==> src/crs_pkg.sv <==
// ----------------------------------------------------------------------
// Shared constants and types for the register stack core
// ----------------------------------------------------------------------
package crs_pkg;

    // ------------------------------------------------------------------
    // Memory map of the core
    // ------------------------------------------------------------------
    localparam logic [11:0] DATA_BASE = 12'h000;      // Data space start
    localparam logic [11:0] PROG_BASE = 12'hc00;      // Program space start
    localparam logic [11:0] STACK_BASE = 12'h030;     // Stack window 0x30-0x3f
    localparam logic [11:0] PC_RESET_ADDR = 12'hc00;  // First fetch after reset
    localparam logic [9:0] PC_RESET = PC_RESET_ADDR[9:0];
    localparam logic [3:0] SP_RESET = 4'hf;           // Points at 0x3f
    localparam logic [3:0] SP_STEP = 4'h2;            // Two bytes per address
    localparam int IX_SPACE_BIT = 10;                 // Space select bit

    // ------------------------------------------------------------------
    // Status flag positions and reset value
    // ------------------------------------------------------------------
    localparam int FL_C = 0;                          // Carry / borrow
    localparam int FL_H = 1;                          // Half carry
    localparam int FL_Z = 2;                          // Zero
    localparam int FL_N = 3;                          // Negative
    localparam int FL_G = 4;                          // Global interrupt mask
    localparam int FL_R = 5;                          // Nonvolatile write busy
    localparam logic [7:0] SR_RESET = 8'h00;          // Mask clear after reset
    localparam logic [7:0] SR_SW_MASK = 8'h1f;        // Bits software may write
    localparam logic [7:0] ACC_RESET = 8'h00;
    localparam logic [10:0] IX_RESET = 11'h000;

    // ------------------------------------------------------------------
    // APB register offsets (byte addresses)
    // ------------------------------------------------------------------
    localparam logic [11:0] REG_ACC = 12'h000;
    localparam logic [11:0] REG_IX = 12'h004;
    localparam logic [11:0] REG_PC = 12'h008;
    localparam logic [11:0] REG_SP = 12'h00c;
    localparam logic [11:0] REG_SR = 12'h010;

    // ------------------------------------------------------------------
    // Sequencer commands and their carrier
    // ------------------------------------------------------------------
    typedef enum logic [4:0] {
        OP_NONE, OP_ALU, OP_LOGIC, OP_LD_ACC, OP_RLC, OP_RRC,
        OP_LDC, OP_INVERT_CARRY, OP_SETG, OP_LD_IX, OP_LD_SP, OP_JUMP,
        OP_CALL, OP_RET, OP_RETI, OP_IRQ, OP_IDX_RD, OP_IDX_WR
    } crs_op_t;

    typedef struct packed {
        crs_op_t op;          // What to do
        logic [7:0] data;     // Result, operand, offset or write byte
        logic [9:0] target;   // Jump, call or vector address
        logic carry;          // Carry out, carry bit, mask bit or space bit
        logic half;           // Half carry out
        logic [1:0] pc_adv;   // Instruction length in bytes
    } crs_cmd_t;

endpackage : crs_pkg

==> src/crs_register_stack.sv <==
// Behaviour
// [RULE1] Effective address is pointer plus unsigned offset
// [RULE2] Pointer low ten bits locate within space
// [RULE3] Pointer top bit selects data or program
// [RULE4] Indexed writes to program space are dropped
// [RULE5] Ten-bit counter, resets to 0xc00
// [RULE6] Four-bit stack pointer within 0x30-0x3f
// [RULE7] Stack pointer resets to 0xf
// [RULE8] Push moves stack pointer down by two
// [RULE9] Pull moves stack pointer up by two
// [RULE10] Pointer marks next free slot; write first
// [RULE11] Call pushes return address, low byte first
// [RULE12] Return reloads counter from stacked address
// [RULE13] Eight-bit status with C H Z N G R
// [RULE14] Carry from ALU; rotates go through carry
// [RULE15] Load-carry and invert-carry act on carry
// [RULE16] Half carry records nibble boundary overflow
// [RULE17] Zero flag set on zero result
// [RULE18] Negative flag copies result top bit
// [RULE19] Accumulator is eight-bit general register
// [RULE20] Interrupt entry pushes, clears mask, five cycles
// [RULE21] Return pulls high byte before low byte
//
// Implementation choices: the APB slave port and the register addresses.
`timescale 1ns/1ns
`default_nettype none

module crs_register_stack
    import crs_pkg::*;
(
    input wire logic pclk,
    input wire logic presetn,
    input wire logic psel,
    input wire logic penable,
    input wire logic pwrite,
    input wire logic [11:0] paddr,
    input wire logic [31:0] pwdata,
    output logic [31:0] prdata,
    output logic pready,
    output logic pslverr,
    input wire logic cmd_valid,
    input wire crs_cmd_t cmd,
    input wire logic [7:0] mem_rdata,
    input wire logic nv_write_busy,
    output logic busy,
    output logic [11:0] mem_addr,
    output logic [7:0] mem_wdata,
    output logic mem_we,
    output logic mem_re,
    output logic [7:0] accumulator,
    output logic [10:0] index_pointer,
    output logic [9:0] program_counter,
    output logic [3:0] stack_pointer,
    output logic [7:0] status_flags
);

    // ------------------------------------------------------------------
    // Decoding helpers
    // ------------------------------------------------------------------
    // Data address of a stack slot
    function automatic logic [11:0] stack_addr(input logic [3:0] slot);
        stack_addr = STACK_BASE | {8'h00, slot};
    endfunction : stack_addr

    // Indexed effective address; the low ten bits wrap inside the space
    function automatic logic [11:0] eff_addr(input logic [10:0] ix, input logic [7:0] off);
        logic [9:0] loc;
        loc = ix[9:0] + {2'b00, off};
        eff_addr = (ix[IX_SPACE_BIT] ? PROG_BASE : DATA_BASE) | {2'b00, loc};
    endfunction : eff_addr

    // ------------------------------------------------------------------
    // Sequence state
    // ------------------------------------------------------------------
    typedef enum logic [3:0] {
        ST_IDLE, ST_PUSH_LO, ST_PUSH_HI, ST_IRQ_W1, ST_IRQ_W2,
        ST_POP_HI, ST_POP_LO, ST_POP_END, ST_IDX_WAIT, ST_IDX_LOAD
    } crs_state_t;

    crs_state_t state;        // Current step
    crs_state_t next_state;   // Step after this edge
    logic go;                 // Command taken this cycle
    logic is_irq;             // Push belongs to interrupt entry
    logic is_reti;            // Pull belongs to interrupt return
    logic [9:0] saved_target; // Call target or vector
    logic [7:0] hi_byte;      // High byte pulled first
    logic [11:0] ret_full;    // Return address in full map form
    logic acc_rdy;            // APB access phase
    logic apb_wr;             // APB write completes this edge
    logic [7:0] alu_res;      // Result steering flags

    assign go = cmd_valid && (state == ST_IDLE);
    assign ret_full = PROG_BASE | {2'b00, program_counter};
    assign acc_rdy = psel && penable;
    assign apb_wr = acc_rdy && pready && pwrite;

    // Rotations through carry, result for flags
    always_comb begin
        case (cmd.op)
            OP_RLC: alu_res = {accumulator[6:0], status_flags[FL_C]}; // RULE14
            OP_RRC: alu_res = {status_flags[FL_C], accumulator[7:1]}; // RULE14
            default: alu_res = cmd.data;
        endcase
    end

    // Next step of a multi-cycle sequence
    always_comb begin
        next_state = state;
        case (state)
            ST_IDLE: begin
                if (go) begin
                    case (cmd.op)
                        OP_CALL, OP_IRQ: next_state = ST_PUSH_LO;
                        OP_RET, OP_RETI: next_state = ST_POP_HI;
                        OP_IDX_RD: next_state = ST_IDX_WAIT;
                        default: next_state = ST_IDLE;
                    endcase
                end
            end
            ST_PUSH_LO: next_state = ST_PUSH_HI;
            ST_PUSH_HI: next_state = is_irq ? ST_IRQ_W1 : ST_IDLE;
            ST_IRQ_W1: next_state = ST_IRQ_W2; // RULE20
            ST_IRQ_W2: next_state = ST_IDLE;
            ST_POP_HI: next_state = ST_POP_LO;
            ST_POP_LO: next_state = ST_POP_END;
            ST_POP_END: next_state = ST_IDLE;
            ST_IDX_WAIT: next_state = ST_IDX_LOAD;
            ST_IDX_LOAD: next_state = ST_IDLE;
            default: next_state = ST_IDLE;
        endcase
    end

    // State register; busy tells the sequencer to hold off
    always_ff @(posedge pclk or negedge presetn) begin
        if (!presetn) begin
            state <= ST_IDLE;
            busy <= 1'b0;
        end else begin
            state <= next_state;
            busy <= (next_state != ST_IDLE);
        end
    end

    // Context captured when a sequence starts, and the high byte in the middle of a pull
    always_ff @(posedge pclk or negedge presetn) begin
        if (!presetn) begin
            is_irq <= 1'b0;
            is_reti <= 1'b0;
            saved_target <= 10'h000;
            hi_byte <= 8'h00;
        end else begin
            if (go) begin
                is_irq <= (cmd.op == OP_IRQ);
                is_reti <= (cmd.op == OP_RETI);
                saved_target <= cmd.target;
            end
            // Read data trails its strobe by one cycle
            if (state == ST_POP_LO) begin
                hi_byte <= mem_rdata; // RULE21
            end
        end
    end

    // ------------------------------------------------------------------
    // Memory port
    // ------------------------------------------------------------------
    // Strobes are single-cycle; address and data hold between them
    always_ff @(posedge pclk or negedge presetn) begin
        if (!presetn) begin
            mem_we <= 1'b0;
            mem_re <= 1'b0;
            mem_addr <= 12'h000;
            mem_wdata <= 8'h00;
        end else begin
            mem_we <= 1'b0;
            mem_re <= 1'b0;
            if (go) begin
                case (cmd.op)
                    OP_CALL, OP_IRQ: begin
                        // Write at the free slot before moving
                        mem_we <= 1'b1;
                        mem_addr <= stack_addr(stack_pointer); // RULE10
                        mem_wdata <= ret_full[7:0]; // RULE11
                    end
                    OP_RET, OP_RETI: begin
                        mem_re <= 1'b1;
                        mem_addr <= stack_addr(stack_pointer + 4'h1); // RULE21
                    end
                    OP_IDX_RD: begin
                        mem_re <= 1'b1;
                        mem_addr <= eff_addr(index_pointer, cmd.data); // RULE1 RULE2 RULE3
                    end
                    OP_IDX_WR: begin
                        // Code memory is read-only through the pointer
                        mem_we <= !index_pointer[IX_SPACE_BIT]; // RULE4
                        mem_addr <= eff_addr(index_pointer, cmd.data); // RULE1
                        mem_wdata <= cmd.data;
                    end
                    default: ;
                endcase
            end else if (state == ST_PUSH_LO) begin
                mem_we <= 1'b1;
                mem_addr <= stack_addr(stack_pointer - 4'h1); // RULE11
                mem_wdata <= {4'h0, ret_full[11:8]};
            end else if (state == ST_POP_HI) begin
                mem_re <= 1'b1;
                mem_addr <= stack_addr(stack_pointer + SP_STEP); // RULE21
            end
        end
    end

    // ------------------------------------------------------------------
    // Programmer-visible registers
    // ------------------------------------------------------------------
    // Accumulator; core activity wins over a bus write in the same cycle
    always_ff @(posedge pclk or negedge presetn) begin
        if (!presetn) begin
            accumulator <= ACC_RESET;
        end else if (go && (cmd.op inside {OP_ALU, OP_LOGIC, OP_LD_ACC, OP_RLC, OP_RRC})) begin
            accumulator <= alu_res; // RULE19
        end else if (state == ST_IDX_LOAD) begin
            // Read data only stands one cycle after the memory took the strobe
            accumulator <= mem_rdata; // RULE19
        end else if (apb_wr && paddr == REG_ACC) begin
            accumulator <= pwdata[7:0];
        end
    end

    // Index pointer, space bit included
    always_ff @(posedge pclk or negedge presetn) begin
        if (!presetn) begin
            index_pointer <= IX_RESET;
        end else if (go && cmd.op == OP_LD_IX) begin
            index_pointer <= {cmd.carry, cmd.target}; // RULE3
        end else if (apb_wr && paddr == REG_IX) begin
            index_pointer <= pwdata[10:0];
        end
    end

    // Program counter holds the offset inside program space
    always_ff @(posedge pclk or negedge presetn) begin
        if (!presetn) begin
            program_counter <= PC_RESET; // RULE5
        end else if (go) begin
            case (cmd.op)
                OP_JUMP: program_counter <= cmd.target;
                OP_CALL, OP_RET, OP_RETI, OP_IRQ: ;
                default: program_counter <= program_counter + {8'h00, cmd.pc_adv};
            endcase
        end else if (state == ST_PUSH_HI && !is_irq) begin
            program_counter <= saved_target; // RULE11
        end else if (state == ST_IRQ_W2) begin
            program_counter <= saved_target; // RULE20
        end else if (state == ST_POP_END) begin
            program_counter <= {hi_byte[1:0], mem_rdata}; // RULE12
        end else if (apb_wr && paddr == REG_PC) begin
            program_counter <= pwdata[9:0];
        end
    end

    // Stack pointer; wraps inside the sixteen-byte window
    always_ff @(posedge pclk or negedge presetn) begin
        if (!presetn) begin
            stack_pointer <= SP_RESET; // RULE7
        end else if (state == ST_PUSH_HI) begin
            stack_pointer <= stack_pointer - SP_STEP; // RULE8
        end else if (state == ST_POP_END) begin
            stack_pointer <= stack_pointer + SP_STEP; // RULE9
        end else if (go && cmd.op == OP_LD_SP) begin
            stack_pointer <= cmd.data[3:0]; // RULE6
        end else if (apb_wr && paddr == REG_SP) begin
            stack_pointer <= pwdata[3:0]; // RULE6
        end
    end

    // Status flags; hardware updates win over software writes
    always_ff @(posedge pclk or negedge presetn) begin
        if (!presetn) begin
            status_flags <= SR_RESET;
        end else begin
            if (go) begin
                case (cmd.op)
                    OP_ALU: begin
                        status_flags[FL_C] <= cmd.carry; // RULE14
                        status_flags[FL_H] <= cmd.half; // RULE16
                        status_flags[FL_Z] <= (alu_res == 8'h00); // RULE17
                        status_flags[FL_N] <= alu_res[7]; // RULE18
                    end
                    OP_LOGIC: begin
                        status_flags[FL_Z] <= (alu_res == 8'h00); // RULE17
                        status_flags[FL_N] <= alu_res[7]; // RULE18
                    end
                    OP_RLC: begin
                        status_flags[FL_C] <= accumulator[7]; // RULE14
                        status_flags[FL_Z] <= (alu_res == 8'h00);
                        status_flags[FL_N] <= alu_res[7];
                    end
                    OP_RRC: begin
                        status_flags[FL_C] <= accumulator[0]; // RULE14
                        status_flags[FL_Z] <= (alu_res == 8'h00);
                        status_flags[FL_N] <= alu_res[7];
                    end
                    OP_LDC: status_flags[FL_C] <= cmd.carry; // RULE15
                    OP_INVERT_CARRY: status_flags[FL_C] <= !status_flags[FL_C]; // RULE15
                    OP_SETG: status_flags[FL_G] <= cmd.carry;
                    default: ;
                endcase
            end else if (state == ST_IRQ_W2) begin
                status_flags[FL_G] <= 1'b0; // RULE20
            end else if (state == ST_POP_END && is_reti) begin
                status_flags[FL_G] <= 1'b1;
            end else if (apb_wr && paddr == REG_SR) begin
                status_flags[4:0] <= pwdata[4:0] & SR_SW_MASK[4:0];
            end
            // Write-busy mirrors the nonvolatile controller
            status_flags[FL_R] <= nv_write_busy; // RULE13
            status_flags[7:6] <= 2'b00;
        end
    end

    // ------------------------------------------------------------------
    // APB slave
    // ------------------------------------------------------------------
    // One wait state: read data is registered on the same edge that pready rises
    always_ff @(posedge pclk or negedge presetn) begin
        if (!presetn) begin
            pready <= 1'b0;
            prdata <= 32'h0000_0000;
            pslverr <= 1'b0;
        end else begin
            pready <= acc_rdy && !pready;
            pslverr <= 1'b0;
            if (acc_rdy && !pready) begin
                case (paddr)
                    REG_ACC: prdata <= {24'h0, accumulator};
                    // Space bit is write-only and reads as zero
                    REG_IX: prdata <= {22'h0, 10'(index_pointer[9:0])}; // RULE3
                    REG_PC: prdata <= {22'h0, program_counter};
                    REG_SP: prdata <= {28'h0, stack_pointer};
                    REG_SR: prdata <= {24'h0, status_flags};
                    default: begin
                        prdata <= 32'h0000_0000;
                        pslverr <= 1'b1;
                    end
                endcase
            end
        end
    end
endmodule : crs_register_stack

`default_nettype wire

==> config.mk <==
export PLATFORM = sky130hd
export DESIGN_NAME = crs_register_stack
export DESIGN_NICKNAME = d
export VERILOG_FILES = /design/src/crs_pkg.sv /design/src/crs_register_stack.sv
export SDC_FILE = /design/constraint.sdc
export NUM_CORES = 1
export LEC_CHECK = 0
export ABC_AREA = 1
export ABC_CLOCK_PERIOD_IN_PS = 4390
export BUFFER_PORTS_ARGS = -buffer_cell sky130_fd_sc_hd__buf_4
export CAP_MARGIN = 10
export CORE_UTILIZATION = 44
export CTS_BUF_LIST = sky130_fd_sc_hd__clkbuf_16
export CTS_CLUSTER_SIZE = 30
export DETAILED_ROUTE_END_ITERATION = 8
export PLACE_DENSITY_LB_ADDON = 0.1
export SLEW_MARGIN = 5
export SYNTH_ARGS = -nofsm -noshare
export SYNTH_HDL_FRONTEND = slang
export SYNTH_SLANG_ARGS = --single-unit
==> constraint.sdc <==
create_clock -name pclk -period 4.39 [get_ports pclk]
set_input_delay 0.878 -clock pclk [delete_from_list [all_inputs] [get_ports pclk]]
set_output_delay 0.878 -clock pclk [all_outputs]
set_load 0.005 [all_outputs]
# Word-level counts from Yosys, hierarchy flattened
# Index checks and enable logic that the tools add are counted.
# W data, S select, Z words.
# totals
regBits,114
inputBits,86
out_inout_bits,98
word_cells,163
# classes
n_addsub,6
eq_ne,39
muxes,48
bitwise,1
reduce_logical,47
# ops
cell,count
$mux W10,5
$pmux W10 S5,1
$mux W12,4
$eq A5 B4 Y1 const B,8
$mux W8,5
$pmux W12 S3,1
$pmux W8 S2,2
$mux W4,7
$pmux W4 S7,1
$eq A12 B4 Y1 const B,2
$mux W11,2
$eq A5 B3 Y1 const B,4
$pmux W10 S2,1
$eq A4 B3 Y1 const B,4
$logic_and A1 B1 Y1,15
$eq A12 B3 Y1 const B,1
$eq A12 B5 Y1 const B,1
$logic_not A12 Y1,1
$mux W1,12
$or A12 B10 Y12,1
$pmux W4 S3,1
$reduce_and A4 Y1,3
$reduce_bool A4 Y1,3
$add A10 B2 Y10,1
other kinds (31),55

# Depth between registers and ports, before layout
# Gate-level depths: netlist of run 1.
# logic_depth
ltp_word,9
ltp_mapped,12
mapped_depth_nobuf,12

# Worst setup path after synthesis of run 1
# No wires, ideal clock.
# synth_path
path_type,input to register
from,input cmd[0] in the netlist's numbering
to,register program_counter[8]
setup_ns,0.116
arrival_time_ns,2.193
path_slack_ns,2.080
path_stages,11
path_cell_list,ha_1 -> inv_1 -> fa_1 -> nor2_1 -> nand3_1 -> o21ai_0 -> nand2_1 -> o22ai_1 -> nand2_1 -> nand2_1 -> nand2_1
# synth_between
elab_chain_len,3
# synth_lines
element,line_no,text
from (decl),crs_register_stack.sv:42,"input wire crs_cmd_t cmd,"
$add A10 B2 Y10,crs_register_stack.sv:248,"default: program_counter <= program_counter + {8'h00, cmd.pc_adv};"
$pmux W10 S2,crs_register_stack.sv:245,case (cmd.op)
$mux W10,crs_register_stack.sv:244,end else if (go) begin
to (signal assigned),crs_register_stack.sv:246,OP_JUMP: program_counter <= cmd.target;
to (signal assigned),crs_register_stack.sv:248,
to (signal assigned),crs_register_stack.sv:251,program_counter <= saved_target;
to (decl),crs_register_stack.sv:52,"output logic [9:0] program_counter,"
# Every way passes these cells.
# A chain may end at the register's enable or synchronous reset.

# Worst setup path after layout of run 1
# layout_path
from,register state[0]
to,register accumulator[2]
# layout_between
elab_chain_len,4
# layout_lines
element,line_no,text
from (decl),crs_register_stack.sv:80,crs_state_t state;
from (signal assigned),crs_register_stack.sv:139,state <= next_state;
$logic_not A4 Y1,crs_register_stack.sv:92,assign go = cmd_valid && (state == ST_IDLE);
$logic_and A1 B1 Y1,crs_register_stack.sv:92,
$logic_and A1 B1 Y1,crs_register_stack.sv:219,"end else if (go && (cmd.op inside {OP_ALU, OP_LOGIC, OP_LD_ACC, OP_RLC, OP_RRC})) begin"
$reduce_bool A3 Y1 (no line) or $mux W8 (tied branches),n/a,
to (signal assigned),crs_register_stack.sv:220,accumulator <= alu_res;
to (signal assigned),crs_register_stack.sv:223,accumulator <= mem_rdata;
to (signal assigned),crs_register_stack.sv:225,accumulator <= pwdata[7:0];
to (decl),crs_register_stack.sv:50,"output logic [7:0] accumulator,"
# Parallel ways exist; a longest one is shown, timed or not.

==> flow_summary_export.csv, run 1 <==
group,metric,value,unit
clock_tree,cts_num_sinks,91,
power_and_ir_drop,total_power_consumption,4.723,mW
routing,drc_marker_count_from_the_first_detailed_route_iteration,727,
global_routing,grt_use_total,0.2959,
timing,finalCritPeriodShare,0.6221,
clock_tree,number_of_post_cts_setup_repair_buffers,0,
global_routing,grt_antenna_before_repair,0,
global_routing,grt_pass1_wl,32.94,mm
flow_run,max_cap_violations,0,
routing,route.antenna.remaining_nets,0,
worst_hold_path,worst_hold_startpoint,"mem_addr[6]",
worst_setup_path,timing.critical_path.from_type,"flip-flop",
synthesis,synth_cells,930,
power_and_ir_drop,powerDensity,608.2,nW/um^2
worst_setup_path,reg2reg_from,"state[0]",
synthesis,synth-seq-cells,91,
synthesis,yosysWarningCount,0,
synthesis,synth-edff-count,0,
timing,fin_skew,0.01141,ns
timing,timing_hold_violations_final,0,
timing,fin_crit,2.731,ns
cells_and_area,fillers,1422,
worst_setup_path,path_class,"flip-flop to flip-flop",
placement,finalWeightedCongestion,0.9338,
run_status,status,"finished clean",
die,io_pins,184,
synthesis,yosys.area.top_type_share,0.3407,
timing,slew-limit-headroom,0.3341,
global_routing,globalRouteOverflowTotal,0,
power_and_ir_drop,ir_drop,0.0002804,V
cells_and_area,final_core_util,0.5531,
power_and_ir_drop,p_leak,4.006,nW
clock_tree,cts_tree,"done",
synthesis,synth_top_cells_by_count,"nand2_1 (250), inv_1 (99), o21ai_0 (97)",
routing,wl,21.55,mm
placement,place.port_buffers,138,
worst_setup_path,timing.reg2reg.setup_slack,1.66,ns
cells_and_area,antennaDiodeCount,0,
routing,first_pass_iters,5,
worst_setup_path,cp.arrival,2.97,ns
routing,routedWlPerCell,17.35,um
worst_setup_path,worst-path-max-fanout,24,
synthesis,dominant_cell_type_by_area_after_synthesis,"dfrtp_1",
timing,setup_viol,0,
clock_tree,cts_root_buf,"clkbuf_16",
die,fp.coreArea,14040,sq um
global_routing,grt_start_max_net_pins,76,
clock_tree,clk_latency,0.35,ns
worst_setup_path,reg2reg_to,"accumulator[2]",
clock_tree,holdBufCountCts,0,
synthesis,syn_avg_cell_area,6.871,sq um
die,fp.dieW,122.5,um
cells_and_area,areaGrowthSynthToFinish,21.54,%
cells_and_area,area_taken_by_multi_input_logic_gates,3455,sq um
clock_tree,cts_inserted_buffers,9,
worst_hold_path,holdCritPathClass,"flip-flop to flip-flop",
cells_and_area,share_of_layout_cells_above_drive_strength_1,0.1949,
clock_tree,worst_setup_hold_path_clk_slew,0.07,ns
die,die_footprint,15010,sq um
worst_setup_path,worstRegToRegCells,11,
synthesis,synth.top_cells.by_area,"dfrtp_1 (34%), nand2_1 (15%), o21ai_0 (7.6%), inv_1 (5.8%), nor2_1 (5.6%)",
synthesis,synth.distinct_cells,44,
die,floorplan.rows,43,
synthesis,mappedNetlistArea,6390,sq um
worst_setup_path,critPathCaptureType,"flip-flop",
clock_tree,post_cts_resize_count,0,
global_routing,first_global_vias,5974,
cells_and_area,sequential_cell_area,2282,sq um
routing,via_count,6669,
synthesis,synth_ff_type,"dfrtp_1",
timing,worst_slew_pin_slew,0.9988,ns
worst_hold_path,holdPathStages,2,
routing,post-route-drc-count,0,
timing,grt_setup_unrepaired,"no",
synthesis,synth_sequential_area_ratio,0.3572,
routing,viasPerCell,5.370,
clock_tree,cts-htree-levels,3,
clock_tree,cts_max_path_buffers,2,
worst_setup_path,crit_required,4.63,ns
placement,dp_hpwl,16.57,mm
die,start_util,0.4550,
timing,slew_viol_final,0,
synthesis,yosysMostFrequentCell,"nand2_1",
synthesis,asr_flop_ratio_synth,1.000,
timing,setup_tns,0,ns
cells_and_area,final_net_count,1160,
timing,max_freq,366.1,MHz
worst_hold_path,hold_end,"mem_addr[6]",
die,floorplan.die.height,122.5,um
layout by cell type, fill, tap and decap left out, types with 5 or more instances in the layout:
cell         n
nand2_1    250
buf_4      142
inv_1       99
o21ai_0     97
nor2_1      95
dfrtp_1     87
nand3_1     49
a21oi_1     48
conb_1      24
o21ai_1     16
ha_1        15
o22ai_1     14
o211ai_1    13
inv_2       13
nor3_1      11
clkbuf_16    9
nand2_2      8
nor2_2       7
xor2_1       6
nand4_1      6
xnor2_1      5
stage by stage:
step	hold slack, ns	worst slack [ns]	instance area (sq um)	std cells
after floorplan	0.4385	2.080	6476	953
after global placement	0.4538	1.405	7448	1226
after detailed placement	0.4588	1.382	7448	1226
after CTS	0.4797	1.686	7766	1242
after global routing	0.5135	1.453	7766	1242
final	0.4807	1.659	7766	1242
cell type report:
| type | instances | area share |
|---|---|---|
| Sequential cell | 91 | 0.2939 |
| Multi-Input combinational cell | 701 | 0.4448 |
| Timing Repair Buffer | 142 | 0.1373 |
| Inverter | 112 | 0.05413 |
| Tap cell | 180 | 0.02900 |
| Clock buffer | 9 | 0.02900 |
| Clock inverter | 7 | 0.01192 |
critical path: stages, from the launching register on:
cell	delay (ns)
dfrtp_1	0.44
nor2_2	0.19
nand2_1	0.09
nor2_2	0.57
buf_4	0.41
nand2_1	0.12
nand2_2	0.22
inv_2	0.11
nand2_2	0.23
inv_1	0.11
nand2_1	0.07
nand2_1	0.05
registers in the layout, summed over array words and instances, names as in the netlist, 2 cells and up:
signal and cells:
prdata 10, status_flags 6, stack_pointer 4, saved_target 10, mem_wdata 8, accumulator 8, program_counter 10, index_pointer 11
hi_byte 2, mem_addr 11, state 4
metal layers:
layer | routed length [um] | vias up | track usage | share of wire
li1 | - | 3241 | - | -
met1 | 9581 | 3081 | 0.4253 | 0.44
met2 | 9806 | 317 | 0.4512 | 0.46
met3 | 1652 | 30 | 0.04089 | 0.077
met4 | 505 | 0 | 0.1075 | 0.023
met5 | 0 | - | 0 | 0
power by group:
part | switching, mW | internal [mW]
clock | 0.356 | 0.498
combinational | 1.34 | 0.928
sequential | 0.424 | 1.18
worst max-delay path by stage:
stage	start	to	cells past startpoint
floorplan	cmd[0]	program_counter[8]	11
global placement	cmd_valid	accumulator[2]	11
detailed placement	cmd_valid	accumulator[2]	11
CTS	state[0]	accumulator[2]	11
global route	state[0]	accumulator[2]	11
finish	state[0]	accumulator[2]	11
kinds of logic (layout without fill, tap and decap cells):
group	Yosys count	after routing	share of synthesized area
and+or+nand+nor	441	441	0.2929
DFF	91	91	0.3572
buffers and inverters	161	270	0.1157
adders and majority gates	17	17	0.03564
xor gates and xnor gates	11	11	0.01508
AOI/OAI and AO/OA	208	208	0.1829
other	1	24	0.0005869
(Power assumes the default switching activity.)
==> run 2: changes to the inputs <==
- ABC_CLOCK_PERIOD_IN_PS: 4390 -> 2500
- clock period: 4.39 -> 2.5 ns (I/O delays scaled with it)
==> run 2 against run 1 <==
Critical path depth is the same. Combinational power grew 81%. Final area grew 1.4%. Clock skew shrank 0.0026 ns. Via count grew 0.55%. Clock power grew 67%. Non-clock buffer count grew 15. Flip-flop and latch count is the same. First-iteration DRC count shrank 17%. Count of clock-buffer cells in the layout is the same. Critical endpoint unchanged. Largest cell class unchanged. Largest power group unchanged.
==> flow_summary_export.csv, run 2 (synthesized netlist as in run 1, its figures left out) <==
group,metric,value,unit
run_status,status,"finished clean",
global_routing,groute.layer.met3.usage,0.06877,
worst_setup_path,critPathCaptureType,"flip-flop",
clock_tree,post_cts_resize_count,0,
cells_and_area,areaGrowthSynthToFinish,23.26,%
timing,fin_skew,0.008804,ns
placement,place.port_buffers,138,
worst_setup_path,crit_required,2.74,ns
placement,finalWeightedCongestion,0.9014,
worst_setup_path,reg2reg_to,"accumulator[2]",
cells_and_area,share_of_layout_cells_above_drive_strength_1,0.2071,
worst_setup_path,timing.critical_path.from_type,"flip-flop",
cells_and_area,final_core_util,0.5609,
routing,post-route-drc-count,0,
global_routing,grt_pass1_wl,33.44,mm
global_routing,grt_util_met1,0.4184,
cells_and_area,fillers,1434,
routing,first_pass_iters,6,
global_routing,grtUsageMet2,0.4691,
timing,slew_viol_final,0,
routing,routedWlPerCell,17.30,um
power_and_ir_drop,ir_drop,0.0005683,V
timing,setup_tns,0,ns
timing,max_freq,475.7,MHz
worst_setup_path,worstRegToRegCells,11,
routing,viasPerCell,5.335,
worst_setup_path,worst-path-max-fanout,14,
die,floorplan.die.height,122.5,um
power_and_ir_drop,total_power_consumption,8.348,mW
clock_tree,cts_tree,"done",
worst_setup_path,cp.arrival,2.34,ns
routing,via_count,6706,
timing,grt_setup_unrepaired,"no",
die,die_footprint,15010,sq um
die,io_pins,184,
clock_tree,cts_num_sinks,91,
cells_and_area,finish.instance_area,7876,sq um
placement,dp_hpwl,16.90,mm
cells_and_area,mostFrequentLayoutCells,"nand2_1 (250), buf_4 (156), inv_1 (100), o21ai_0 (97), nor2_1 (95)",
timing,fin_crit,2.102,ns
global_routing,globalRouteOverflowTotal,0,
global_routing,grt.busiest_layer,"met2",
clock_tree,worst_setup_hold_path_clk_slew,0.07,ns
die,fp.coreArea,14040,sq um
flow_run,max_cap_violations,0,
global_routing,grt_start_max_net_pins,73,
clock_tree,cts_max_path_buffers,2,
timing,slew-limit-headroom,0.5559,
power_and_ir_drop,powerDensity,1060,nW/um^2
clock_tree,cts_inserted_buffers,9,
power_and_ir_drop,p_leak,4.078,nW
routing,drc_marker_count_from_the_first_detailed_route_iteration,603,
clock_tree,number_of_post_cts_setup_repair_buffers,0,
worst_setup_path,path_class,"flip-flop to flip-flop",
timing,setup_viol,0,
clock_tree,holdBufCountCts,0,
global_routing,grt_use_total,0.3012,
timing,timing_hold_violations_final,0,
clock_tree,cts_root_buf,"clkbuf_16",
die,start_util,0.4550,
die,fp.dieW,122.5,um
global_routing,first_global_vias,6045,
timing,worst_slew_pin_slew,0.6637,ns
cells_and_area,biggestRegsByFlops,"index_pointer: 11 flops, mem_addr: 11 flops",
die,floorplan.rows,43,
placement,dpl-instance-area,7574,sq um
cells_and_area,layout.cells.most_common,"nand2_1",
cells_and_area,final_net_count,1175,
cells_and_area,antennaDiodeCount,0,
global_routing,grt_antenna_before_repair,0,
clock_tree,clk_latency,0.36,ns
routing,route.antenna.remaining_nets,0,
worst_setup_path,reg2reg_from,"state[0]",
clock_tree,cts-htree-levels,3,
routing,wl,21.74,mm
worst_setup_path,timing.reg2reg.setup_slack,0.40,ns
worst_hold_path,holdCritPathClass,"input port to async pin",
timing,finalCritPeriodShare,0.8409,
run 2: per-layer routing:
metal	vias up	wire length (um)
met4	0	419
met3	25	1919
met5	-	0
li1	3279	-
met2	314	9752
met1	3088	9653
run 2: cell type report:
class	instances	area, sq um	area share
clock buffers	9	225.2	0.02859
clock inverters	7	77.57	0.009849
inverters	112	420.4	0.05338
multi-input cells	701	3455	0.4386
flip-flops and latches	91	2282	0.2898
well taps	180	225.2	0.02859
repair buffers	157	1191	0.1512
run 2: critical path: stages (launching register included):
cell and delay [ns]:
dfrtp_1 0.43, nor2_2 0.19, nand2_1 0.09, nor2_2 0.15
buf_4 0.24, nand2_1 0.10, nand2_2 0.22, inv_2 0.11
nand2_2 0.21, inv_1 0.11, nand2_1 0.07, nand2_1 0.05
run 2: power by group:
group / internal [mW] / switching, mW
sequential: 2.07 / 0.747
combinational: 1.72 / 2.38
clock: 0.785 / 0.648
total: 4.57 / 3.78
run 2: worst max path at each step:
stage	startpoint	slack, ns	end
final	state[0]	0.40	accumulator[2]
after floorplan	cmd[0]	0.57	program_counter[8]
after global routing	state[0]	0.17	accumulator[0]
after CTS	state[0]	0.44	program_counter[1]
after global placement	cmd[0]	0.34	program_counter[8]
after detailed placement	cmd[0]	0.32	program_counter[8]
run 2: stage by stage:
| stage | hold WS, ns | cells | setup slack [ns] |
|---|---|---|---|
| global route | 0.03422 | 1257 | 0.1662 |
| detailed placement | 0.4066 | 1241 | 0.3201 |
| CTS | 0.02627 | 1257 | 0.4442 |
| finish | 0.02209 | 1257 | 0.3977 |
| floorplan | 0.2044 | 953 | 0.5682 |
| global placement | 0.4055 | 1241 | 0.3418 |
==> run 3: changes to the inputs <==
- ABC_CLOCK_PERIOD_IN_PS: 2500 -> 1700
- clock period: 2.5 -> 1.7 ns (I/O delays scaled with it)
==> run 3 against run 2 <==
The flow now finishes with violations (setup timing). First-iteration DRC count increased by 13%. Cell count is 10% higher. Hold slack better by 0.066 ns. Fmax increased by 14%. Critical path depth fell by 1. Count of clock-buffer cells in the layout stayed put. Clock power grew 63%. Power increased by 80%. Worst setup slack got worse by 0.54 ns. Utilization is 11 points higher. Largest cell class unchanged. Highest routed layer unchanged.
==> flow_summary_export.csv, run 3 (synthesized netlist as in run 1, its figures left out) <==
group,metric,value,unit
run_status,status,"finished, violations left",
run_status,failing_checks,"setup timing",
cells_and_area,finish.instance_area,9472,sq um
cells_and_area,final_net_count,1306,
timing,setup_viol,31,
cells_and_area,antennaDiodeCount,0,
routing,viasPerCell,5.377,
worst_hold_path,holdCritPathClass,"input port to flip-flop",
clock_tree,cts_inserted_buffers,9,
routing,route.antenna.remaining_nets,0,
cells_and_area,layout.cells.most_common,"buf_4",
worst_setup_path,cp.arrival,2.08,ns
cells_and_area,share_of_layout_cells_above_drive_strength_1,0.3529,
die,die_footprint,15010,sq um
power_and_ir_drop,powerDensity,1585,nW/um^2
worst_setup_path,path_class,"flip-flop to flip-flop",
clock_tree,cts_max_path_buffers,2,
placement,place.port_buffers,138,
global_routing,grt_use_total,0.3157,
clock_tree,worst_setup_hold_path_clk_slew,0.07,ns
timing,fin_skew,0.008304,ns
routing,routedWlPerCell,17.28,um
routing,first_pass_iters,5,
clock_tree,clk_latency,0.35,ns
cells_and_area,fillers,1241,
die,floorplan.die.height,122.5,um
worst_setup_path,worst-path-max-fanout,8,
placement,place_worst_setup_slack,-0.1972,ns
die,fp.dieW,122.5,um
die,fp.coreArea,14040,sq um
global_routing,grt_antenna_before_repair,0,
global_routing,globalRouteOverflowTotal,0,
worst_setup_path,reg2reg_to,"mem_addr[5]",
timing,max_freq,544.2,MHz
cells_and_area,areaGrowthSynthToFinish,48.23,%
clock_tree,cts_num_sinks,91,
cells_and_area,area_taken_by_multi_input_logic_gates,3822,sq um
routing,post-route-drc-count,0,
worst_setup_path,crit_end,"mem_addr[5]",
timing,timing_hold_violations_final,0,
die,io_pins,184,
worst_setup_path,critPathCaptureType,"flip-flop",
timing,grt_setup_unrepaired,"yes",
worst_setup_path,worstRegToRegCells,10,
worst_setup_path,timing.critical_path.from_type,"flip-flop",
flow_run,max_cap_violations,0,
routing,wl,23.97,mm
worst_setup_path,timing.reg2reg.setup_slack,-0.14,ns
routing,via_count,7458,
timing,slew_viol_final,0,
cells_and_area,final_core_util,0.6745,
placement,dp_hpwl,18.28,mm
timing,fin_crit,1.838,ns
timing,setup_slack,-0.1377,ns
power_and_ir_drop,ir_drop,0.0007324,V
cells_and_area,sequential_cell_area,2282,sq um
cells_and_area,biggestRegsByFlops,"index_pointer: 11 flops, mem_addr: 11 flops",
cells_and_area,mostFrequentLayoutCells,"buf_4 (255), nand2_1 (225), inv_1 (93), dfrtp_1 (87), nor2_1 (85)",
placement,dpl-instance-area,8424,sq um
routing,drc_marker_count_from_the_first_detailed_route_iteration,680,
die,start_util,0.4550,
global_routing,grt_start_max_net_pins,46,
worst_setup_path,crit_required,1.94,ns
clock_tree,cts-htree-levels,3,
clock_tree,cts_tree,"done",
timing,finalCritPeriodShare,1.081,
worst_setup_path,reg2reg_from,"state[1]",
global_routing,grt_pass1_wl,35.27,mm
global_routing,first_global_vias,6693,
die,floorplan.rows,43,
clock_tree,cts_root_buf,"clkbuf_16",
power_and_ir_drop,p_leak,4.862,nW
placement,finalWeightedCongestion,0.9686,
worst_setup_path,worstSetupStartpoint,"state[1]",
-- run 3: cell count changes in the layout (fill, tap and decap cells not counted), moves of 6 or more --
cell     before  now
buf_12        1    8
nor2_1       95   85
nand2_4       0    7
nand2_2       8   27
nand2_1     250  225
a21oi_1      48   39
o21ai_1      16   43
nand3_1      49   43
buf_6         0   16
inv_1       100   93
buf_4       156  255
a21oi_2       0    8
o21ai_0      97   65
-- run 3: area by class of cell --
type / count / area share
clock inverters: 6 / 0.01123
flip-flops and latches: 91 / 0.2410
inverters: 112 / 0.04597
repair buffers: 286 / 0.2507
multi-input cells: 703 / 0.4036
clock buffers: 9 / 0.02378
well taps: 180 / 0.02378
-- run 3: per-stage QoR --
stage	power (mW)	setup TNS, ns	instances	hold slack (ns)
after floorplan	7.623	0	953	0.04441
after global placement	11.05	-0.8699	1343	0.1790
after detailed placement	11.15	-1.247	1343	0.1793
after CTS	13.60	-0.07918	1361	0.08777
after global routing	16.01	-5.051	1387	0.09415
final	15.01	-2.176	1387	0.08834
-- run 3: critical path, cell delays in order (launching register included) --
cell,delay [ns]
dfrtp_1,0.40
nor2_2,0.16
nand2_2,0.08
nor2_4,0.20
clkinv_4,0.19
clkbuf_16,0.22
nor2_4,0.15
buf_6,0.12
nand3_2,0.05
o21ai_1,0.09
inv_1,0.05
-- run 3: repair_timing --
item / in CTS / in global routing
hold endpoints to repair: 6 / 0
buffers inserted: 2 / 19
setup endpoints to repair: 23 / 59
pin swaps: 2 / 34
cloned: 0 / 8
hold buffers: 1 / 0
resized for setup: 11 / 140
-- run 3: where the power goes --
part	switching, mW	internal [mW]
combinational	4.58	4.18
clock	0.910	1.42
sequential	0.882	3.04
total	6.37	8.64
-- run 3: routing by layer --
metal  part of all wire  wire length, um  GRT usage  up-vias
met5                  0                0          0        -
met4              0.035              838     0.1341        0
met3              0.081             1948    0.04507       56
met2               0.46            11040     0.4951      366
met1               0.42            10140     0.4340     3494
li1                   -                -          -     3542
-- run 3: worst min path at each step --
stage / endpoint / cells past startpoint / startpoint / slack (ns)
detailed placement: mem_addr[8] / 1 / presetn / 0.18
global route: status_flags[5] / 1 / nv_write_busy / 0.09
finish: status_flags[5] / 1 / nv_write_busy / 0.09
global placement: mem_addr[9] / 1 / presetn / 0.18
CTS: status_flags[5] / 1 / nv_write_busy / 0.09
floorplan: accumulator[0] / 0 / presetn / 0.04
